## config.mk

```make
export PLATFORM = sky130hd
export DESIGN_NAME = drive_warning_manager
export DESIGN_NICKNAME = d
export VERILOG_FILES = /design/src/hw/drive_warning_pkg.sv /design/src/hw/drive_warning_manager.sv
export VERILOG_INCLUDE_DIRS = /design/src /design/src/hw
export SDC_FILE = /design/constraint.sdc
export NUM_CORES = 1
export LEC_CHECK = 0
export ABC_AREA = 0
export ABC_CLOCK_PERIOD_IN_PS = 4300
export BUFFER_PORTS_ARGS = -buffer_cell sky130_fd_sc_hd__buf_2
export CAP_MARGIN = 20
export CORE_AREA = 2 2 211 213
export CTS_CLUSTER_DIAMETER = 200
export CTS_CLUSTER_SIZE = 12
export DETAILED_ROUTE_END_ITERATION = 8
export DIE_AREA = 0 0 213 215
export GPL_ROUTABILITY_DRIVEN = 1
export GPL_TIMING_DRIVEN = 0
export HOLD_SLACK_MARGIN = 0.15
export MAX_ROUTING_LAYER = met4
export PLACE_DENSITY = 0.62
export SYNTH_ARGS = -nofsm -noshare
export SYNTH_HDL_FRONTEND = slang
export SYNTH_SLANG_ARGS = --single-unit
```

## constraint.sdc

```tcl
create_clock -name mclk_i -period 4.3 [get_ports mclk_i]
set_input_delay 0.645 -clock mclk_i [delete_from_list [all_inputs] [get_ports mclk_i]]
set_output_delay 0.645 -clock mclk_i [all_outputs]
set_load 0.01 [all_outputs]
```

## src/hw/drive_warning_manager_map.svh

```systemverilog
// register indices, field positions, warning indices and timing constants
`ifndef DRIVE_WARNING_MANAGER_MAP_SVH
`define DRIVE_WARNING_MANAGER_MAP_SVH
// --------------------------------------------------------------------
// register indices (byte address is four times the index)
// --------------------------------------------------------------------
`define DWM_IDX_SEL_ONE 16'h3440
`define DWM_IDX_SEL_TWO 16'h3441
`define DWM_IDX_GEN_MASK 16'h3638
`define DWM_IDX_HOLD 16'h3759
`define DWM_IDX_LINK_CTRL 16'h3800
`define DWM_IDX_ERR_RESET 16'h4107
`define DWM_IDX_STATUS 16'h4100
`define DWM_RESET_VALUE 16'h0000
`define DWM_SEL_ALL 16'h0000
`define DWM_HOLD_COMM_BIT 0
`define DWM_HOLD_GEN_BIT 1
`define DWM_ERR_RESET_BIT 0
// --------------------------------------------------------------------
// warning indices inside the active vector
// --------------------------------------------------------------------
`define DWM_NUM_WARN 13
`define DWM_W_OVL 0
`define DWM_W_BATT 2
`define DWM_W_FAN 3
`define DWM_W_ENC_HOT 5
`define DWM_W_LIFE 7
`define DWM_W_DATA 10
// --------------------------------------------------------------------
// timing
// --------------------------------------------------------------------
`define DWM_CLK_MHZ 100
`define DWM_HOLD_TIME_MS 1000
`define DWM_FAN_TIME_MS 1000
`define DWM_CYC_PER_MS (`DWM_CLK_MHZ * 1000)
`define DWM_TMR_W 27
`endif

```

## src/hw/drive_warning_pkg.sv

```systemverilog
// types shared by the warning manager
package drive_warning_pkg;
    typedef enum logic [1:0] {
        KIND_SELECT = 2'h0,
        KIND_FIXED = 2'h1,
        KIND_AUTO = 2'h3,
        KIND_BATT = 2'h2
    } warn_kind_t;
    typedef struct packed {
        logic [3:0] sel_num;
        logic comm;
        logic [3:0] mask_bit;
        warn_kind_t kind;
    } warn_info_t;
    typedef struct packed {
        logic overload;
        logic regen;
        logic batt_held;
        logic fan_stopped;
        logic enc_comm;
        logic enc_hot;
        logic vibration;
        logic life_low;
        logic ext_enc;
        logic ext_enc_comm;
        logic data_setting;
        logic command;
        logic link_error;
    } mon_cond_t;
endpackage

```

## src/hw/drive_warning_manager.sv

```systemverilog
// warning manager: detection masks, hold policy, alert line routing, wishbone slave
//
// Behaviour
// - with hold off, an active selectable warning clears itself one second after its cause goes.
// - with hold on, a selectable warning stays until cause is gone and error reset.
// - battery warning clears only after the encoder releases its held state.
// - line one selection zero routes all warnings, else the numbered one.
// - line two selection zero routes all warnings, else the numbered one.
// - general mask bit one disables detection of that general warning.
// - link control bit one disables detection of that link warning.
// - hold policy bit 0 covers link warnings, bit 1 general; 1 holds.
// - hold off still keeps a selectable warning one second after cause.
// - overload warning A0, selection 1, mask bit 7, hold selectable.
// - regeneration warning A1, selection 2, mask bit 5, hold selectable.
// - battery warning A2, selection 3, mask bit 0, always held.
// - fan warning A3 after one second of stopped fan; selection 4, bit 6.
// - encoder link warning A4, selection 5, mask bit 4, hold selectable.
// - encoder overheat warning A5, selection 6, mask bit 3, hold selectable.
// - encoder overheat is raised only with the 20-bit incremental encoder.
// - external encoder A8 sel 9 bit 8; vibration A6 sel 7 bit 9.
// - life expectancy warning A7, selection 8, mask bit 2, always held.
// - external encoder link warning A9, selection 10, mask bit 10, selectable.
// - held battery warning clears on error reset write without power cycle.
`timescale 1ns/1ns
`include "drive_warning_manager_map.svh"

module drive_warning_manager #(
    parameter int HOLD_CYC = `DWM_HOLD_TIME_MS * `DWM_CYC_PER_MS,
    parameter int FAN_CYC = `DWM_FAN_TIME_MS * `DWM_CYC_PER_MS
) (
    // clock and reset
    input wire logic mclk_i,
    input wire logic srst_i,
    // wishbone slave
    input wire logic wb_cyc_i,
    input wire logic wb_stb_i,
    input wire logic wb_we_i,
    input wire logic [17:2] wb_adr_i,
    input wire logic [3:0] wb_sel_i,
    input wire logic [31:0] wb_dat_i,
    output logic [31:0] wb_dat_o,
    output logic wb_ack_o,
    // monitor conditions and encoder type
    input wire drive_warning_pkg::mon_cond_t mon_cond_i,
    input wire logic enc_inc20_i,
    // alert lines
    output logic alert_line_one_o,
    output logic alert_line_two_o
);

    // ----------------------------------------------------------------
    // warning table
    // ----------------------------------------------------------------
    function automatic drive_warning_pkg::warn_info_t warn_info(input int idx);
        warn_info = '{4'h0, 1'b0, 4'h0, drive_warning_pkg::KIND_AUTO};
        case (idx)
            0: warn_info = '{4'h1, 1'b0, 4'h7, drive_warning_pkg::KIND_SELECT};
            1: warn_info = '{4'h2, 1'b0, 4'h5, drive_warning_pkg::KIND_SELECT};
            2: warn_info = '{4'h3, 1'b0, 4'h0, drive_warning_pkg::KIND_BATT};
            3: warn_info = '{4'h4, 1'b0, 4'h6, drive_warning_pkg::KIND_AUTO};
            4: warn_info = '{4'h5, 1'b0, 4'h4, drive_warning_pkg::KIND_SELECT};
            5: warn_info = '{4'h6, 1'b0, 4'h3, drive_warning_pkg::KIND_SELECT};
            6: warn_info = '{4'h7, 1'b0, 4'h9, drive_warning_pkg::KIND_AUTO};
            7: warn_info = '{4'h8, 1'b0, 4'h2, drive_warning_pkg::KIND_FIXED};
            8: warn_info = '{4'h9, 1'b0, 4'h8, drive_warning_pkg::KIND_AUTO};
            9: warn_info = '{4'hA, 1'b0, 4'hA, drive_warning_pkg::KIND_SELECT};
            10: warn_info = '{4'hB, 1'b1, 4'h4, drive_warning_pkg::KIND_SELECT};
            11: warn_info = '{4'hC, 1'b1, 4'h5, drive_warning_pkg::KIND_AUTO};
            12: warn_info = '{4'hD, 1'b1, 4'h6, drive_warning_pkg::KIND_SELECT};
            default: warn_info = '{4'h0, 1'b0, 4'h0, drive_warning_pkg::KIND_AUTO};
        endcase
    endfunction

    // merge a 16-bit register with a write through the low two byte lanes
    function automatic logic [15:0] lane_merge(input logic [15:0] old,
                                               input logic [31:0] dat,
                                               input logic [3:0] sel);
        lane_merge = old;
        if (sel[0]) begin
            lane_merge[7:0] = dat[7:0];
        end
        if (sel[1]) begin
            lane_merge[15:8] = dat[15:8];
        end
    endfunction

    // ----------------------------------------------------------------
    // declarations
    // ----------------------------------------------------------------
    logic ack_q;
    logic [31:0] rdat_q;
    logic wr_en;
    logic [15:0] sel_one_q;
    logic [15:0] sel_two_q;
    logic [15:0] gen_mask_q;
    logic [15:0] hold_q;
    logic [15:0] link_ctrl_q;
    logic err_clr_q;
    logic [`DWM_NUM_WARN-1:0] raw_cond;
    logic [`DWM_NUM_WARN-1:0] det;
    logic [`DWM_NUM_WARN-1:0] active_q;
    logic [`DWM_NUM_WARN-1:0] match_one;
    logic [`DWM_NUM_WARN-1:0] match_two;
    logic [`DWM_TMR_W-1:0] tmr_q [`DWM_NUM_WARN];
    logic [`DWM_TMR_W-1:0] fan_cnt_q;
    logic fan_hit;
    logic line_one_q;
    logic line_two_q;

    // ----------------------------------------------------------------
    // wishbone slave: one wait state, ack for one cycle
    // ----------------------------------------------------------------
    assign wr_en = wb_cyc_i & wb_stb_i & wb_we_i & ~ack_q;

    always_ff @(posedge mclk_i) begin
        if (srst_i) begin
            ack_q <= 1'b0;
        end else begin
            ack_q <= wb_cyc_i & wb_stb_i & ~ack_q;
        end
    end

    // unmapped indices read as zero and ignore writes
    always_ff @(posedge mclk_i) begin
        if (srst_i) begin
            rdat_q <= 32'h0000_0000;
        end else if (wb_cyc_i & wb_stb_i & ~ack_q & ~wb_we_i) begin
            case (wb_adr_i)
                `DWM_IDX_SEL_ONE: rdat_q <= {16'h0000, sel_one_q};
                `DWM_IDX_SEL_TWO: rdat_q <= {16'h0000, sel_two_q};
                `DWM_IDX_GEN_MASK: rdat_q <= {16'h0000, gen_mask_q};
                `DWM_IDX_HOLD: rdat_q <= {16'h0000, hold_q};
                `DWM_IDX_LINK_CTRL: rdat_q <= {16'h0000, link_ctrl_q};
                `DWM_IDX_STATUS: rdat_q <= {19'h0_0000, active_q};
                default: rdat_q <= 32'h0000_0000;
            endcase
        end
    end

    always_ff @(posedge mclk_i) begin
        if (srst_i) begin
            sel_one_q <= `DWM_RESET_VALUE;
            sel_two_q <= `DWM_RESET_VALUE;
            gen_mask_q <= `DWM_RESET_VALUE;
            hold_q <= `DWM_RESET_VALUE;
            link_ctrl_q <= `DWM_RESET_VALUE;
        end else if (wr_en) begin
            case (wb_adr_i)
                `DWM_IDX_SEL_ONE: sel_one_q <= lane_merge(sel_one_q, wb_dat_i, wb_sel_i);
                `DWM_IDX_SEL_TWO: sel_two_q <= lane_merge(sel_two_q, wb_dat_i, wb_sel_i);
                `DWM_IDX_GEN_MASK: gen_mask_q <= lane_merge(gen_mask_q, wb_dat_i, wb_sel_i);
                `DWM_IDX_HOLD: hold_q <= lane_merge(hold_q, wb_dat_i, wb_sel_i);
                `DWM_IDX_LINK_CTRL: link_ctrl_q <= lane_merge(link_ctrl_q, wb_dat_i, wb_sel_i);
                default: ;
            endcase
        end
    end

    // error reset is a one-cycle pulse, nothing is stored
    always_ff @(posedge mclk_i) begin
        if (srst_i) begin
            err_clr_q <= 1'b0;
        end else begin
            err_clr_q <= wr_en & (wb_adr_i == `DWM_IDX_ERR_RESET) & wb_sel_i[0]
                         & wb_dat_i[`DWM_ERR_RESET_BIT];
        end
    end

    // ----------------------------------------------------------------
    // conditions
    // ----------------------------------------------------------------
    // fan must stay stopped a full second; counter saturates
    always_ff @(posedge mclk_i) begin
        if (srst_i || !mon_cond_i.fan_stopped) begin
            fan_cnt_q <= '0;
        end else if (!fan_hit) begin
            fan_cnt_q <= fan_cnt_q + 1'b1;
        end
    end
    assign fan_hit = (fan_cnt_q == `DWM_TMR_W'(FAN_CYC));

    always_comb begin
        raw_cond = '0;
        raw_cond[0] = mon_cond_i.overload;
        raw_cond[1] = mon_cond_i.regen;
        raw_cond[2] = mon_cond_i.batt_held;
        raw_cond[3] = fan_hit;
        raw_cond[4] = mon_cond_i.enc_comm;
        raw_cond[5] = mon_cond_i.enc_hot & enc_inc20_i;
        raw_cond[6] = mon_cond_i.vibration;
        raw_cond[7] = mon_cond_i.life_low;
        raw_cond[8] = mon_cond_i.ext_enc;
        raw_cond[9] = mon_cond_i.ext_enc_comm;
        raw_cond[10] = mon_cond_i.data_setting;
        raw_cond[11] = mon_cond_i.command;
        raw_cond[12] = mon_cond_i.link_error;
    end

    // ----------------------------------------------------------------
    // per-warning state
    // ----------------------------------------------------------------
    for (genvar w = 0; w < `DWM_NUM_WARN; w++) begin : g_warn
        localparam drive_warning_pkg::warn_info_t INFO = warn_info(w);
        logic masked;
        logic hold_on;
        logic clear;

        assign masked = INFO.comm ? link_ctrl_q[INFO.mask_bit]
                                  : gen_mask_q[INFO.mask_bit];
        assign det[w] = raw_cond[w] & ~masked;
        assign hold_on = INFO.comm ? hold_q[`DWM_HOLD_COMM_BIT]
                                   : hold_q[`DWM_HOLD_GEN_BIT];

        // timer reloads while the cause is present, runs down after
        always_ff @(posedge mclk_i) begin
            if (srst_i) begin
                tmr_q[w] <= '0;
            end else if (det[w]) begin
                tmr_q[w] <= `DWM_TMR_W'(HOLD_CYC);
            end else if (tmr_q[w] != '0) begin
                tmr_q[w] <= tmr_q[w] - 1'b1;
            end
        end

        always_comb begin
            case (INFO.kind)
                drive_warning_pkg::KIND_SELECT: begin
                    if (hold_on) begin
                        clear = err_clr_q;
                    end else begin
                        clear = (tmr_q[w] <= `DWM_TMR_W'(1)) | err_clr_q;
                    end
                end
                drive_warning_pkg::KIND_FIXED: clear = err_clr_q;
                drive_warning_pkg::KIND_BATT: clear = err_clr_q & ~mon_cond_i.batt_held;
                default: clear = 1'b1;
            endcase
        end

        // a fresh detection wins over any clear in the same cycle
        always_ff @(posedge mclk_i) begin
            if (srst_i) begin
                active_q[w] <= 1'b0;
            end else begin
                active_q[w] <= det[w] | (active_q[w] & ~clear);
            end
        end

        assign match_one[w] = (sel_one_q == `DWM_SEL_ALL) | (sel_one_q == {12'h000, INFO.sel_num});
        assign match_two[w] = (sel_two_q == `DWM_SEL_ALL) | (sel_two_q == {12'h000, INFO.sel_num});
    end

    // ----------------------------------------------------------------
    // alert lines and outputs
    // ----------------------------------------------------------------
    always_ff @(posedge mclk_i) begin
        if (srst_i) begin
            line_one_q <= 1'b0;
            line_two_q <= 1'b0;
        end else begin
            line_one_q <= |(active_q & match_one);
            line_two_q <= |(active_q & match_two);
        end
    end

    assign alert_line_one_o = line_one_q;
    assign alert_line_two_o = line_two_q;
    assign wb_ack_o = ack_q;
    assign wb_dat_o = rdat_q;

    // ----------------------------------------------------------------
    // assertions
    // ----------------------------------------------------------------
    property p_hold_off_clears;
        @(posedge mclk_i) disable iff (srst_i)
        (active_q[`DWM_W_OVL] && !det[`DWM_W_OVL] && !hold_q[`DWM_HOLD_GEN_BIT]
         && tmr_q[`DWM_W_OVL] == `DWM_TMR_W'(1)) |=> !active_q[`DWM_W_OVL];
    endproperty
    a_hold_off_clears: assert property (p_hold_off_clears)
        else $error("overload not auto-cleared after hold time");

    property p_hold_on_stays;
        @(posedge mclk_i) disable iff (srst_i)
        (active_q[`DWM_W_OVL] && hold_q[`DWM_HOLD_GEN_BIT] && !err_clr_q)
            |=> active_q[`DWM_W_OVL];
    endproperty
    a_hold_on_stays: assert property (p_hold_on_stays)
        else $error("held overload dropped without error reset");

    property p_batt_encoder;
        @(posedge mclk_i) disable iff (srst_i)
        (active_q[`DWM_W_BATT] && mon_cond_i.batt_held) |=> active_q[`DWM_W_BATT];
    endproperty
    a_batt_encoder: assert property (p_batt_encoder)
        else $error("battery cleared while encoder still holds it");

    property p_line_one_all;
        @(posedge mclk_i) disable iff (srst_i)
        (sel_one_q == `DWM_SEL_ALL && $changed(sel_one_q) == 1'b0 && |active_q)
            |=> alert_line_one_o;
    endproperty
    a_line_one_all: assert property (p_line_one_all)
        else $error("line one low with all selected and a warning active");

    property p_line_two_single;
        @(posedge mclk_i) disable iff (srst_i)
        (sel_two_q == 16'h0003 && active_q == (`DWM_NUM_WARN'(1) << `DWM_W_BATT))
            |=> alert_line_two_o;
    endproperty
    a_line_two_single: assert property (p_line_two_single)
        else $error("line two missed selected battery warning");

    property p_gen_mask;
        @(posedge mclk_i) disable iff (srst_i)
        (gen_mask_q[7] && !active_q[`DWM_W_OVL]) |=> !active_q[`DWM_W_OVL];
    endproperty
    a_gen_mask: assert property (p_gen_mask)
        else $error("masked overload became active");

    property p_link_mask;
        @(posedge mclk_i) disable iff (srst_i)
        (link_ctrl_q[4] && !active_q[`DWM_W_DATA]) |=> !active_q[`DWM_W_DATA];
    endproperty
    a_link_mask: assert property (p_link_mask)
        else $error("masked link warning became active");

    property p_enc_type;
        @(posedge mclk_i) disable iff (srst_i)
        (!enc_inc20_i && !active_q[`DWM_W_ENC_HOT]) |=> !active_q[`DWM_W_ENC_HOT];
    endproperty
    a_enc_type: assert property (p_enc_type)
        else $error("overheat raised with wrong encoder type");

    property p_fan_persist;
        @(posedge mclk_i) disable iff (srst_i)
        (!active_q[`DWM_W_FAN] && !fan_hit) |=> !active_q[`DWM_W_FAN];
    endproperty
    a_fan_persist: assert property (p_fan_persist)
        else $error("fan warning before one second of stop");

    property p_batt_reset;
        @(posedge mclk_i) disable iff (srst_i)
        (err_clr_q && !mon_cond_i.batt_held) |=> !active_q[`DWM_W_BATT];
    endproperty
    a_batt_reset: assert property (p_batt_reset)
        else $error("battery warning survived error reset");

    property p_hold_window;
        @(posedge mclk_i) disable iff (srst_i)
        (active_q[`DWM_W_OVL] && !det[`DWM_W_OVL] && !hold_q[`DWM_HOLD_GEN_BIT]
         && tmr_q[`DWM_W_OVL] > `DWM_TMR_W'(1) && !err_clr_q) |=> active_q[`DWM_W_OVL];
    endproperty
    a_hold_window: assert property (p_hold_window)
        else $error("overload dropped inside the hold window");

    property p_batt_held;
        @(posedge mclk_i) disable iff (srst_i)
        (active_q[`DWM_W_BATT] && !err_clr_q) |=> active_q[`DWM_W_BATT];
    endproperty
    a_batt_held: assert property (p_batt_held)
        else $error("battery warning dropped without error reset");

    property p_life_held;
        @(posedge mclk_i) disable iff (srst_i)
        (active_q[`DWM_W_LIFE] && !err_clr_q) |=> active_q[`DWM_W_LIFE];
    endproperty
    a_life_held: assert property (p_life_held)
        else $error("life warning dropped without error reset");

    property p_lines_idle;
        @(posedge mclk_i) disable iff (srst_i)
        (active_q == '0) |=> (!alert_line_one_o && !alert_line_two_o);
    endproperty
    a_lines_idle: assert property (p_lines_idle)
        else $error("alert line high with no active warning");

    property p_fan_restart;
        @(posedge mclk_i) disable iff (srst_i)
        !mon_cond_i.fan_stopped |=> !fan_hit;
    endproperty
    a_fan_restart: assert property (p_fan_restart)
        else $error("fan count not restarted after the fan ran");

endmodule

```

==> impl_results.md, run 1 <==
* Status: finished clean
* Slew margin rel. at 22.1%
* Slew Viols, Final at 0
* CTS tree: built
* Lkg Pwr at 7.07 nW
* Pin count of the biggest net entering global routing at 28
* Initial Utilization at 39.5%
* CTS buffer count at 31
* Post-Place Cells at 2440
* Fin Clk Skew at 0.0331 ns
* Avg Synthesized Cell Area at 9.82 um2
* Ports at 106
* Tightest Pin Transition at 1.16 ns
* Synthesized cell area at 17300 um2
* Distinct cells, synth at 76
* Reg2Reg Depth at 5
* Nets at 1977
* Crit path max fanout at 16
* CTS Root Cell: clkbuf_16
* Crit. End Element: register
* FFs w/ async S/R, synth at 0%
* Antenna viol nets, final at 0
* R2R Path End: tmr_q[1][60]
* Clk buf depth at 3
* Total gr overflow at 0
* Via count at 13500
* Reg2reg start: tmr_q[1][59]
* Hold path endpoint: active_q[2]
* Minimum clock period at 3.45 ns
* Die area at 45800 um2
* Area Overhead vs Synth at 12.8%
* Vias in the first global route at 13100
* Rows at 77
* Critical Path Start Type: register
* Max-cap violations at 0
* Vias per cell at 5.39
* Reg clk slew, reported paths at 0.07 ns
* Reg-to-reg slack, setup at 0.85 ns
* Total track usage at 19.0%
* WP data arrival at 3.79 ns
* Final hold vios at 0
* Commonest cells after routing, fill and taps aside: nor2_1 (277), edfxtp_1 (189), dfxtp_1 (140), nand2_1 (139), xnor2_1 (108)
* First-pass GRT wire length at 68900 um
* Clock latency on the worst-skew pair at 0.61 ns
* Setup TNS at 0 ns
* Sequential fraction of the synthesis area at 49.1%
* Min-Delay Path Depth at 3
* Number of synthesized register bits at 329
* Final GP Congestion at 0.859
* Initial antenna violation count at 2
* Power per cell area at 406 nW/um2
* Req. time, crit path at 4.64 ns
* Setup violators final at 0
* Period utilization at 80.3%
* Commonest non-fill, non-tap cell in the layout: nor2_1
* Chip height at 215 um
* Htree depth at 1
* Min-delay worst type: input port to register
* Die W at 213 um
* Max rail drop VDD at 0.341 mV
* WL/cell at 17.2 um
* Ys flop type: edfxtp_1
* Initial DRT Pass Iterations at 5
* F_max at 290 MHz
* PostCTS Resize Cnt at 0
* Layout cells sized above 1 at 10.6%
* EDFF count, synth at 189
* Synth warnings at 0
* Starting DRC count in detailed routing at 1037
* Core Region at 43600 um2
* Fin cells at 2499
* DP HPWL at 30200 um
* Clock Sinks at 329
* DRC viols at 0
* Overall routed net length at 42900 um
* I/O Buffers at 68
* RSZ-0062 raised after global routing: false
* Cts hold-fix bufs at 0
* Synth Instances at 1757
* Total setup buffers inserted after CTS at 0
* WS Path Type: register to register
* Min-delay src: mon_cond_i[10]
-- registers in the layout (all words and copies together), names as in the netlist --
name and cells:
err_clr_q 1, hold_q 16, sel_two_q 16, wb_ack_o 1, wb_dat_o 16, link_ctrl_q 16
fan_cnt_q 27, alert_line_two_o 1, tmr_q 189, sel_one_q 16, alert_line_one_o 1, active_q 13
gen_mask_q 16
-- where the power goes --
part           internal (W)  switching, W  leakage, nW
registers           0.00361      0.000252         3.37
logic              0.000621      0.000879         3.28
clock network       0.00135       0.00120        0.421
total               0.00558       0.00233         7.07
-- cell type report --
type,instances,area (um2)
Timing Repair Buffer,78,513
Inverter,31,116
Sequential cell,329,8480
Antenna cell,3,7.51
Multi-Input combinational cell,1313,8230
Tap cell,592,741
Buffer,99,488
Clock inverter,2,28.8
Fill cell,4178,24200
Clock buffer,52,855
-- how the worst max path moves through the flow --
stage / from / end / slack, ns / cells after the start
after floorplan: tmr_q[1][59] / tmr_q[1][54] / 1.28 / 4
after global placement: srst_i / tmr_q[0][158] / 0.38 / 5
after detailed placement: srst_i / tmr_q[0][149] / 0.70 / 6
after CTS: tmr_q[1][59] / tmr_q[1][58] / 0.81 / 5
after global routing: tmr_q[1][59] / tmr_q[1][58] / 0.68 / 5
final: tmr_q[1][59] / tmr_q[1][60] / 0.85 / 5
-- synthesized netlist by cell type, types with 49 or more instances --
| cell | count | area, um2 |
|---|---|---|
| clkbuf_1 | 57 | 214 |
| xor2_1 | 74 | 648 |
| nand3_1 | 49 | 245 |
| nand2_1 | 139 | 522 |
| nor3_1 | 81 | 405 |
| nor2_1 | 277 | 1040 |
| xnor2_1 | 108 | 946 |
| o21ai_0 | 77 | 385 |
| mux2i_1 | 63 | 631 |
| a21oi_1 | 62 | 310 |
| edfxtp_1 | 189 | 5680 |
| dfxtp_1 | 140 | 2800 |
-- cell families (layout without fill, tap and decap cells) --
family | Yosys count | in the layout | share of synthesized area (%)
simple gates | 786 | 786 | 23.1
flops | 329 | 329 | 49.1
compound gates | 223 | 223 | 8.26
xor+xnor | 182 | 182 | 9.24
buf+inv | 130 | 262 | 3.50
mux | 83 | 83 | 5.03
fa+ha+maj | 23 | 23 | 1.67
other cells | 1 | 19 | 0.0217
-- worst max-delay path: stages, from the launching register on --
cell,delay [ns]
edfxtp_1,0.42
or4_1,0.65
nor4_1,0.59
buf_2,0.33
nand4_1,0.77
buf_8,0.44
-- per-layer routing --
metal | track usage [%] | vias to the layer above | wire length [um] | part of all wire [%]
li1 | - | 6574 | - | -
met1 | 25.2 | 6496 | 19500 | 46
met2 | 30.5 | 329 | 20000 | 47
met3 | 2.10 | 76 | 2240 | 5.2
met4 | 5.97 | 0 | 1100 | 2.6
met5 | - | - | 0 | 0
-- per-stage QoR --
| stage | util, % | instance area, um2 | total power (W) | setup slack, ns | hold slack (ns) |
|---|---|---|---|---|---|
| 3_5_place_dp | 42.5 | 18500 | 0.00540 | 0.702 | 0.446 |
| 6_report | 44.6 | 19500 | 0.00790 | 0.848 | 0.307 |
| 3_3_place_gp | 42.1 | 18400 | 0.00536 | 0.381 | 0.440 |
| 5_1_grt | 44.6 | 19400 | 0.00831 | 0.678 | 0.299 |
| 4_1_cts | 44.5 | 19400 | 0.00796 | 0.806 | 0.291 |
| 2_1_floorplan | - | 17300 | 0.00501 | 1.28 | 0.420 |
(Power assumes the default switching activity.)
==> run 2, diff against run 1 <==
ABC_CLOCK_PERIOD_IN_PS = 3500   (was 4300)
clock period = 3.5 ns   (was 4.3 ns; I/O delays follow)
==> impl_results.md, run 2 (synthesis results as in run 1) <==
* Status: finished clean (unchanged)
* Min-Delay Path Depth at 3 (unchanged)
* Sw Share at 29.4% (about the same)
* Reg clk slew, reported paths at 0.07 ns (about the same)
* Ports at 106 (unchanged)
* Clock Sinks at 329 (unchanged)
* Die area at 45800 um2 (unchanged)
* Rows at 77 (unchanged)
* Final GP Congestion at 0.859 (unchanged)
* Delay of the slowest critical-path stage at 0.71 ns (was 0.77 ns)
* Commonest cells after routing, fill and taps aside: nor2_1 (277), edfxtp_1 (189), dfxtp_1 (140), nand2_1 (139), xnor2_1 (108) (unchanged)
* RSZ-0062 raised after global routing: false (unchanged)
* Chip height at 215 um (unchanged)
* Crit path cell chain: nor4_1, nand4_1, nor4_1, nand4_1, buf_8 (was or4_1, nor4_1, buf_2, nand4_1, buf_8)
* Delay-heaviest family, CP: simple AND/OR/NAND/NOR gates (unchanged)
* Int Pwr at 0.00685 W (was 0.00558 W)
* Starting DRC count in detailed routing at 1098 (was 1037)
* Critical Path Start Type: register (unchanged)
* Htree depth at 1 (unchanged)
* WP data arrival at 3.42 ns (was 3.79 ns)
* Instance count on the critical path at 5 (unchanged)
* Area Overhead vs Synth at 13.1% (was 12.8%)
* Minimum clock period at 3.09 ns (was 3.45 ns)
* Slowest cell on the critical path: nand4_1 (unchanged)
* Initial antenna violation count at 2 (unchanged)
* Commonest non-fill, non-tap cell in the layout: nor2_1 (unchanged)
* Clock latency on the worst-skew pair at 0.60 ns (was 0.61 ns)
* CTS tree: built (unchanged)
* Slew margin rel. at 22.7% (was 22.1%)
* Period utilization at 88.3% (was 80.3%)
* Total gr overflow at 0 (unchanged)
* Initial DRT Pass Iterations at 5 (unchanged)
* Overall routed net length at 42900 um (about the same)
* Antenna viol nets, final at 0 (unchanged)
* DRC viols at 0 (unchanged)
* Core Region at 43600 um2 (unchanged)
* Vias per cell at 5.39 (about the same)
* Seq pwr share at 48.9% (about the same)
* WL/cell at 17.1 um (was 17.2 um)
* DP HPWL at 30200 um (unchanged)
* Max rail drop VDD at 0.420 mV (was 0.341 mV)
* CTS buffer count at 31 (unchanged)
* Max-cap violations at 0 (unchanged)
* Final hold vios at 0 (unchanged)
* WS Path Type: register to register (unchanged)
* Tightest Pin Transition at 1.16 ns (about the same)
* Via count at 13500 (about the same)
* Crit path max fanout at 16 (unchanged)
* Clock share of power at 32.2% (about the same)
* Req. time, crit path at 3.83 ns (was 4.64 ns)
* Pin count of the biggest net entering global routing at 28 (unchanged)
* Die W at 213 um (unchanged)
* Fin Clk Skew at 0.0283 ns (was 0.0331 ns)
* Fin cells at 2504 (was 2499)
* Gate power share at 19.0% (about the same)
* Psw at 0.00285 W (was 0.00233 W)
* Placed instance area at 18500 um2 (unchanged)
* F_max at 324 MHz (was 290 MHz)
* Top reg by flops: tmr_q (unchanged)
* Power per cell area at 497 nW/um2 (was 406 nW/um2)
* Lkg Pwr at 7.10 nW (was 7.07 nW)
* I/O Buffers at 68 (unchanged)
* Total track usage at 19.0% (unchanged)
* Final Cell Area at 19500 um2 (about the same)
* Max reg flops at 189 (unchanged)
* Min Hold Slack at 0.189 ns (was 0.307 ns)
* Post-Place Cells at 2440 (unchanged)
* Nets at 1982 (was 1977)
* Vias in the first global route at 13100 (unchanged)
* Setup violators final at 0 (unchanged)
* Clk buf depth at 3 (unchanged)
* First-pass GRT wire length at 68900 um (unchanged)
* Initial Utilization at 39.5% (unchanged)
* Crit. End Element: register (unchanged)
* CTS Root Cell: clkbuf_16 (unchanged)
* Reg2Reg Depth at 5 (unchanged)
* Largest regs: tmr_q (189), fan_cnt_q (27) (unchanged)
* Slew Viols, Final at 0 (unchanged)
* Min-delay worst type: input port to register (unchanged)
* Layout cells sized above 1 at 10.8% (was 10.6%)
* Crit path buffers/inverters at 1 (was 2)
## run 2: final cells by class
cell class / count / area [um2]
Buffer: 99 / 488
Clock buffer: 52 / 855
Fill cell: 4176 / 24100
Timing Repair Buffer: 83 / 576
Antenna cell: 3 / 7.51
Sequential cell: 329 / 8480
Inverter: 31 / 116
Tap cell: 592 / 741
Multi-Input combinational cell: 1313 / 8230
Clock inverter: 2 / 28.8
## run 2: repair_timing
| item | CTS | global route |
|---|---|---|
| endpoints found under the hold margin | 0 | 0 |
| setup endpoints to repair | 0 | 12 |
| hold buffers | 0 | 0 |
| gates resized for setup | 0 | 0 |
| setup buffers | 0 | 5 |
## run 2: through the flow
| step | setup slack [ns] | power (W) | TNS, ns | utilization, % |
|---|---|---|---|---|
| final | 0.410 | 0.00971 | 0 | 44.7 |
| after floorplan | 0.480 | 0.00616 | 0 | - |
| after global routing | 0.134 | 0.0102 | 0 | 44.7 |
| after CTS | 0.00632 | 0.00978 | 0 | 44.5 |
| after global placement | -0.367 | 0.00658 | -17.91 | 42.1 |
| after detailed placement | 0.0224 | 0.00664 | 0 | 42.5 |
## run 2: tightest hold or removal path: cells and delay by family
family | cells | cell delay (ns)
simple gates | 1 | 0.06
compound gates | 1 | 0.06
buf+inv | 1 | 0.10
## run 2: per-layer routing
layer	vias up	global-route usage, %	wire length (um)
li1	6583	-	-
met1	6505	25.2	19500
met3	72	2.10	2310
met2	331	30.5	20100
met4	0	5.97	1050
met5	-	-	0
## run 2: final timing paths
| check | startpoint | end | slack, ns |
|---|---|---|---|
| setup / recovery | tmr_q[0][154] | tmr_q[0][152] | 0.41 |
| hold / removal | mon_cond_i[10] | active_q[2] | 0.19 |
| setup reg to reg | tmr_q[0][154] | tmr_q[0][152] | 0.41 |
| hold reg to reg | link_ctrl_q[5] | active_q[11] | 0.46 |
## run 2: power groups by stage
stage	Combinational [W]	Sequential [W]	Clock [W]
6_report	0.00184	0.00474	0.00312
5_1_grt	0.00207	0.00479	0.00334
2_1_floorplan	0.00142	0.00474	0
3_5_place_dp	0.00182	0.00482	0
4_1_cts	0.00184	0.00474	0.00320
3_3_place_gp	0.00178	0.00480	0
==> run 3, diff against run 2 <==
BUFFER_PORTS_ARGS = -buffer_cell sky130_fd_sc_hd__buf_4   (was -buffer_cell sky130_fd_sc_hd__buf_2)
CELL_PAD_IN_SITES_DETAIL_PLACEMENT = 0   (was unset)
CELL_PAD_IN_SITES_GLOBAL_PLACEMENT = 1   (was unset)
PLACE_DENSITY = 0.74   (was 0.62)
==> impl_results.md, run 3 (synthesis results as in run 1) <==
* R2R Path End: tmr_q[0][146] (was tmr_q[0][152])
* Layout cells sized above 1 at 10.8% (about the same)
* Fillers at 4209 (was 4176)
* Reg2Reg Depth at 5 (unchanged)
* Psw at 0.00283 W (was 0.00285 W)
* Total gr overflow at 0 (unchanged)
* Setup violators final at 0 (unchanged)
* Initial antenna violation count at 1 (was 2)
* Placed instance area at 18800 um2 (was 18500 um2)
* Overall routed net length at 43500 um (was 42900 um)
* Slew Viols, Final at 0 (unchanged)
* Worst setup path endpoint: tmr_q[0][146] (was tmr_q[0][152])
* Req. time, crit path at 3.82 ns (was 3.83 ns)
* Vias in the first global route at 12900 (was 13100)
* Min-delay worst type: input port to register (unchanged)
* RSZ-0062 raised after global routing: false (unchanged)
* Vias per cell at 5.37 (was 5.39)
* First-pass GRT wire length at 69700 um (was 68900 um)
* CTS tree: built (unchanged)
* Starting DRC count in detailed routing at 1187 (was 1098)
* WP data arrival at 3.30 ns (was 3.42 ns)
* I/O Buffers at 68 (unchanged)
* Gate power share at 19.1% (was 19.0%)
* Reg clk slew, reported paths at 0.07 ns (about the same)
* Max rail drop VDD at 0.403 mV (was 0.420 mV)
* Critical Path Start Type: register (unchanged)
* Antenna viol nets, final at 0 (unchanged)
* Total setup buffers inserted after CTS at 0 (unchanged)
* Reg-to-reg slack, setup at 0.52 ns (was 0.41 ns)
* Ports at 106 (unchanged)
* Area Overhead vs Synth at 14.1% (was 13.1%)
* Largest regs: tmr_q (189), fan_cnt_q (27) (unchanged)
* Minimum clock period at 2.98 ns (was 3.09 ns)
* Clock Sinks at 329 (unchanged)
* Period utilization at 85.1% (was 88.3%)
* F_max at 336 MHz (was 324 MHz)
* CTS buffer count at 31 (unchanged)
* Crit. End Element: register (unchanged)
* Reg2reg start: tmr_q[0][143] (was tmr_q[0][154])
* Crit path max fanout at 17 (was 16)
* Final Cell Area at 19700 um2 (was 19500 um2)
* Setup crit start: tmr_q[0][143] (was tmr_q[0][154])
* Initial DRT Pass Iterations at 5 (unchanged)
* Die area at 45800 um2 (unchanged)
* Htree depth at 1 (unchanged)
* Power per cell area at 493 nW/um2 (was 497 nW/um2)
* Sw Share at 29.2% (was 29.4%)
* Nets at 1982 (unchanged)
* Sequential cell area at 8480 um2 (unchanged)
* PostCTS Resize Cnt at 0 (unchanged)
* Rows at 77 (unchanged)
* Commonest cells after routing, fill and taps aside: nor2_1 (277), edfxtp_1 (189), dfxtp_1 (140), nand2_1 (139), xnor2_1 (108) (unchanged)
* Multi-input combinational cell area at 8230 um2 (unchanged)
* Final hold vios at 0 (unchanged)
* Fin Clk Skew at 0.0149 ns (was 0.0283 ns)
* Top reg by flops: tmr_q (unchanged)
* Initial Utilization at 39.5% (unchanged)
* Lkg Pwr at 7.15 nW (was 7.10 nW)
* Commonest non-fill, non-tap cell in the layout: nor2_1 (unchanged)
* Clock latency on the worst-skew pair at 0.57 ns (was 0.60 ns)
* Final GP Congestion at 0.855 (was 0.859)
* Fin cells at 2501 (was 2504)
* Total track usage at 19.3% (was 19.0%)
* DRC viols at 0 (unchanged)
* Post-Place Cells at 2442 (was 2440)
* Die W at 213 um (unchanged)
* Tightest Pin Transition at 0.943 ns (was 1.16 ns)
* WL/cell at 17.4 um (was 17.1 um)
* Chip height at 215 um (unchanged)
* Clock share of power at 32.0% (was 32.2%)
* Max reg flops at 189 (unchanged)
* Status: finished clean (unchanged)
* Int Pwr at 0.00686 W (was 0.00685 W)
* Pin count of the biggest net entering global routing at 23 (was 28)
* Max-cap violations at 0 (unchanged)
* Clk buf depth at 3 (unchanged)
* Cts hold-fix bufs at 0 (unchanged)
* WS Path Type: register to register (unchanged)
* Seq pwr share at 48.9% (about the same)
* Via count at 13400 (was 13500)
* Core Region at 43600 um2 (unchanged)
* DP HPWL at 30500 um (was 30200 um)
* Slew margin rel. at 37.1% (was 22.7%)
* CTS Root Cell: clkbuf_16 (unchanged)
-- run 3: changes by cell type in the layout (fill, tap and decap cells not counted), sizes merged --
cell	previous run	this run
diode	3	1
clkbuf	111	110
-- run 3: power by group through the flow --
stage          clock, W  sequential, W  combinational, W
5_1_grt         0.00333        0.00479           0.00210
6_report        0.00310        0.00474           0.00185
3_5_place_dp          0        0.00482           0.00185
2_1_floorplan         0        0.00474           0.00142
3_3_place_gp          0        0.00481           0.00182
4_1_cts         0.00320        0.00474           0.00186
-- run 3: worst max-delay path, stage by stage, from the launching register on --
cell      delay [ns]
edfxtp_1        0.46
nor4_1          0.42
nand2_1         0.28
nor4_1          0.46
nand4_1         0.70
buf_16          0.41
-- run 3: final cells by class --
cell class	instances	area share (%)
Clock buffer	51	4.32
Inverter	31	0.591
Clock inverter	2	0.0890
Timing Repair Buffer	83	3.87
Sequential cell	329	43.1
Antenna cell	1	0.0127
Multi-Input combinational cell	1313	41.8
Tap cell	592	3.76
Buffer	99	2.48
-- run 3: worst min path at each step --
stage	startpoint	to	cells past startpoint	slack, ns
global route	mon_cond_i[4]	active_q[8]	2	0.21
CTS	mon_cond_i[5]	active_q[7]	3	0.20
detailed placement	gen_mask_q[12]	gen_mask_q[12]	2	0.45
global placement	gen_mask_q[11]	gen_mask_q[11]	2	0.44
floorplan	gen_mask_q[9]	active_q[6]	1	0.42
finish	mon_cond_i[5]	active_q[7]	3	0.22
-- run 3: metal layers --
metal	up-vias	share of wire (%)	GRT usage, %
met5	-	0	-
li1	6602	-	-
met1	6436	48	26.4
met4	0	2.8	5.71
met2	314	45	30.0
met3	73	4.8	2.34
-- run 3: per-stage QoR --
| step | setup TNS (ns) | total power, W | utilization, % | setup WS (ns) | hold slack, ns |
|---|---|---|---|---|---|
| after floorplan | 0 | 0.00616 | - | 0.480 | 0.420 |
| after global placement | -19.32 | 0.00663 | 42.5 | -0.382 | 0.438 |
| after detailed placement | -0.160 | 0.00667 | 43.0 | -0.00992 | 0.450 |
| after CTS | 0 | 0.00980 | 45.0 | 0.142 | 0.195 |
| after global routing | 0 | 0.0102 | 45.1 | 0.246 | 0.205 |
| final | 0 | 0.00970 | 45.1 | 0.523 | 0.224 |
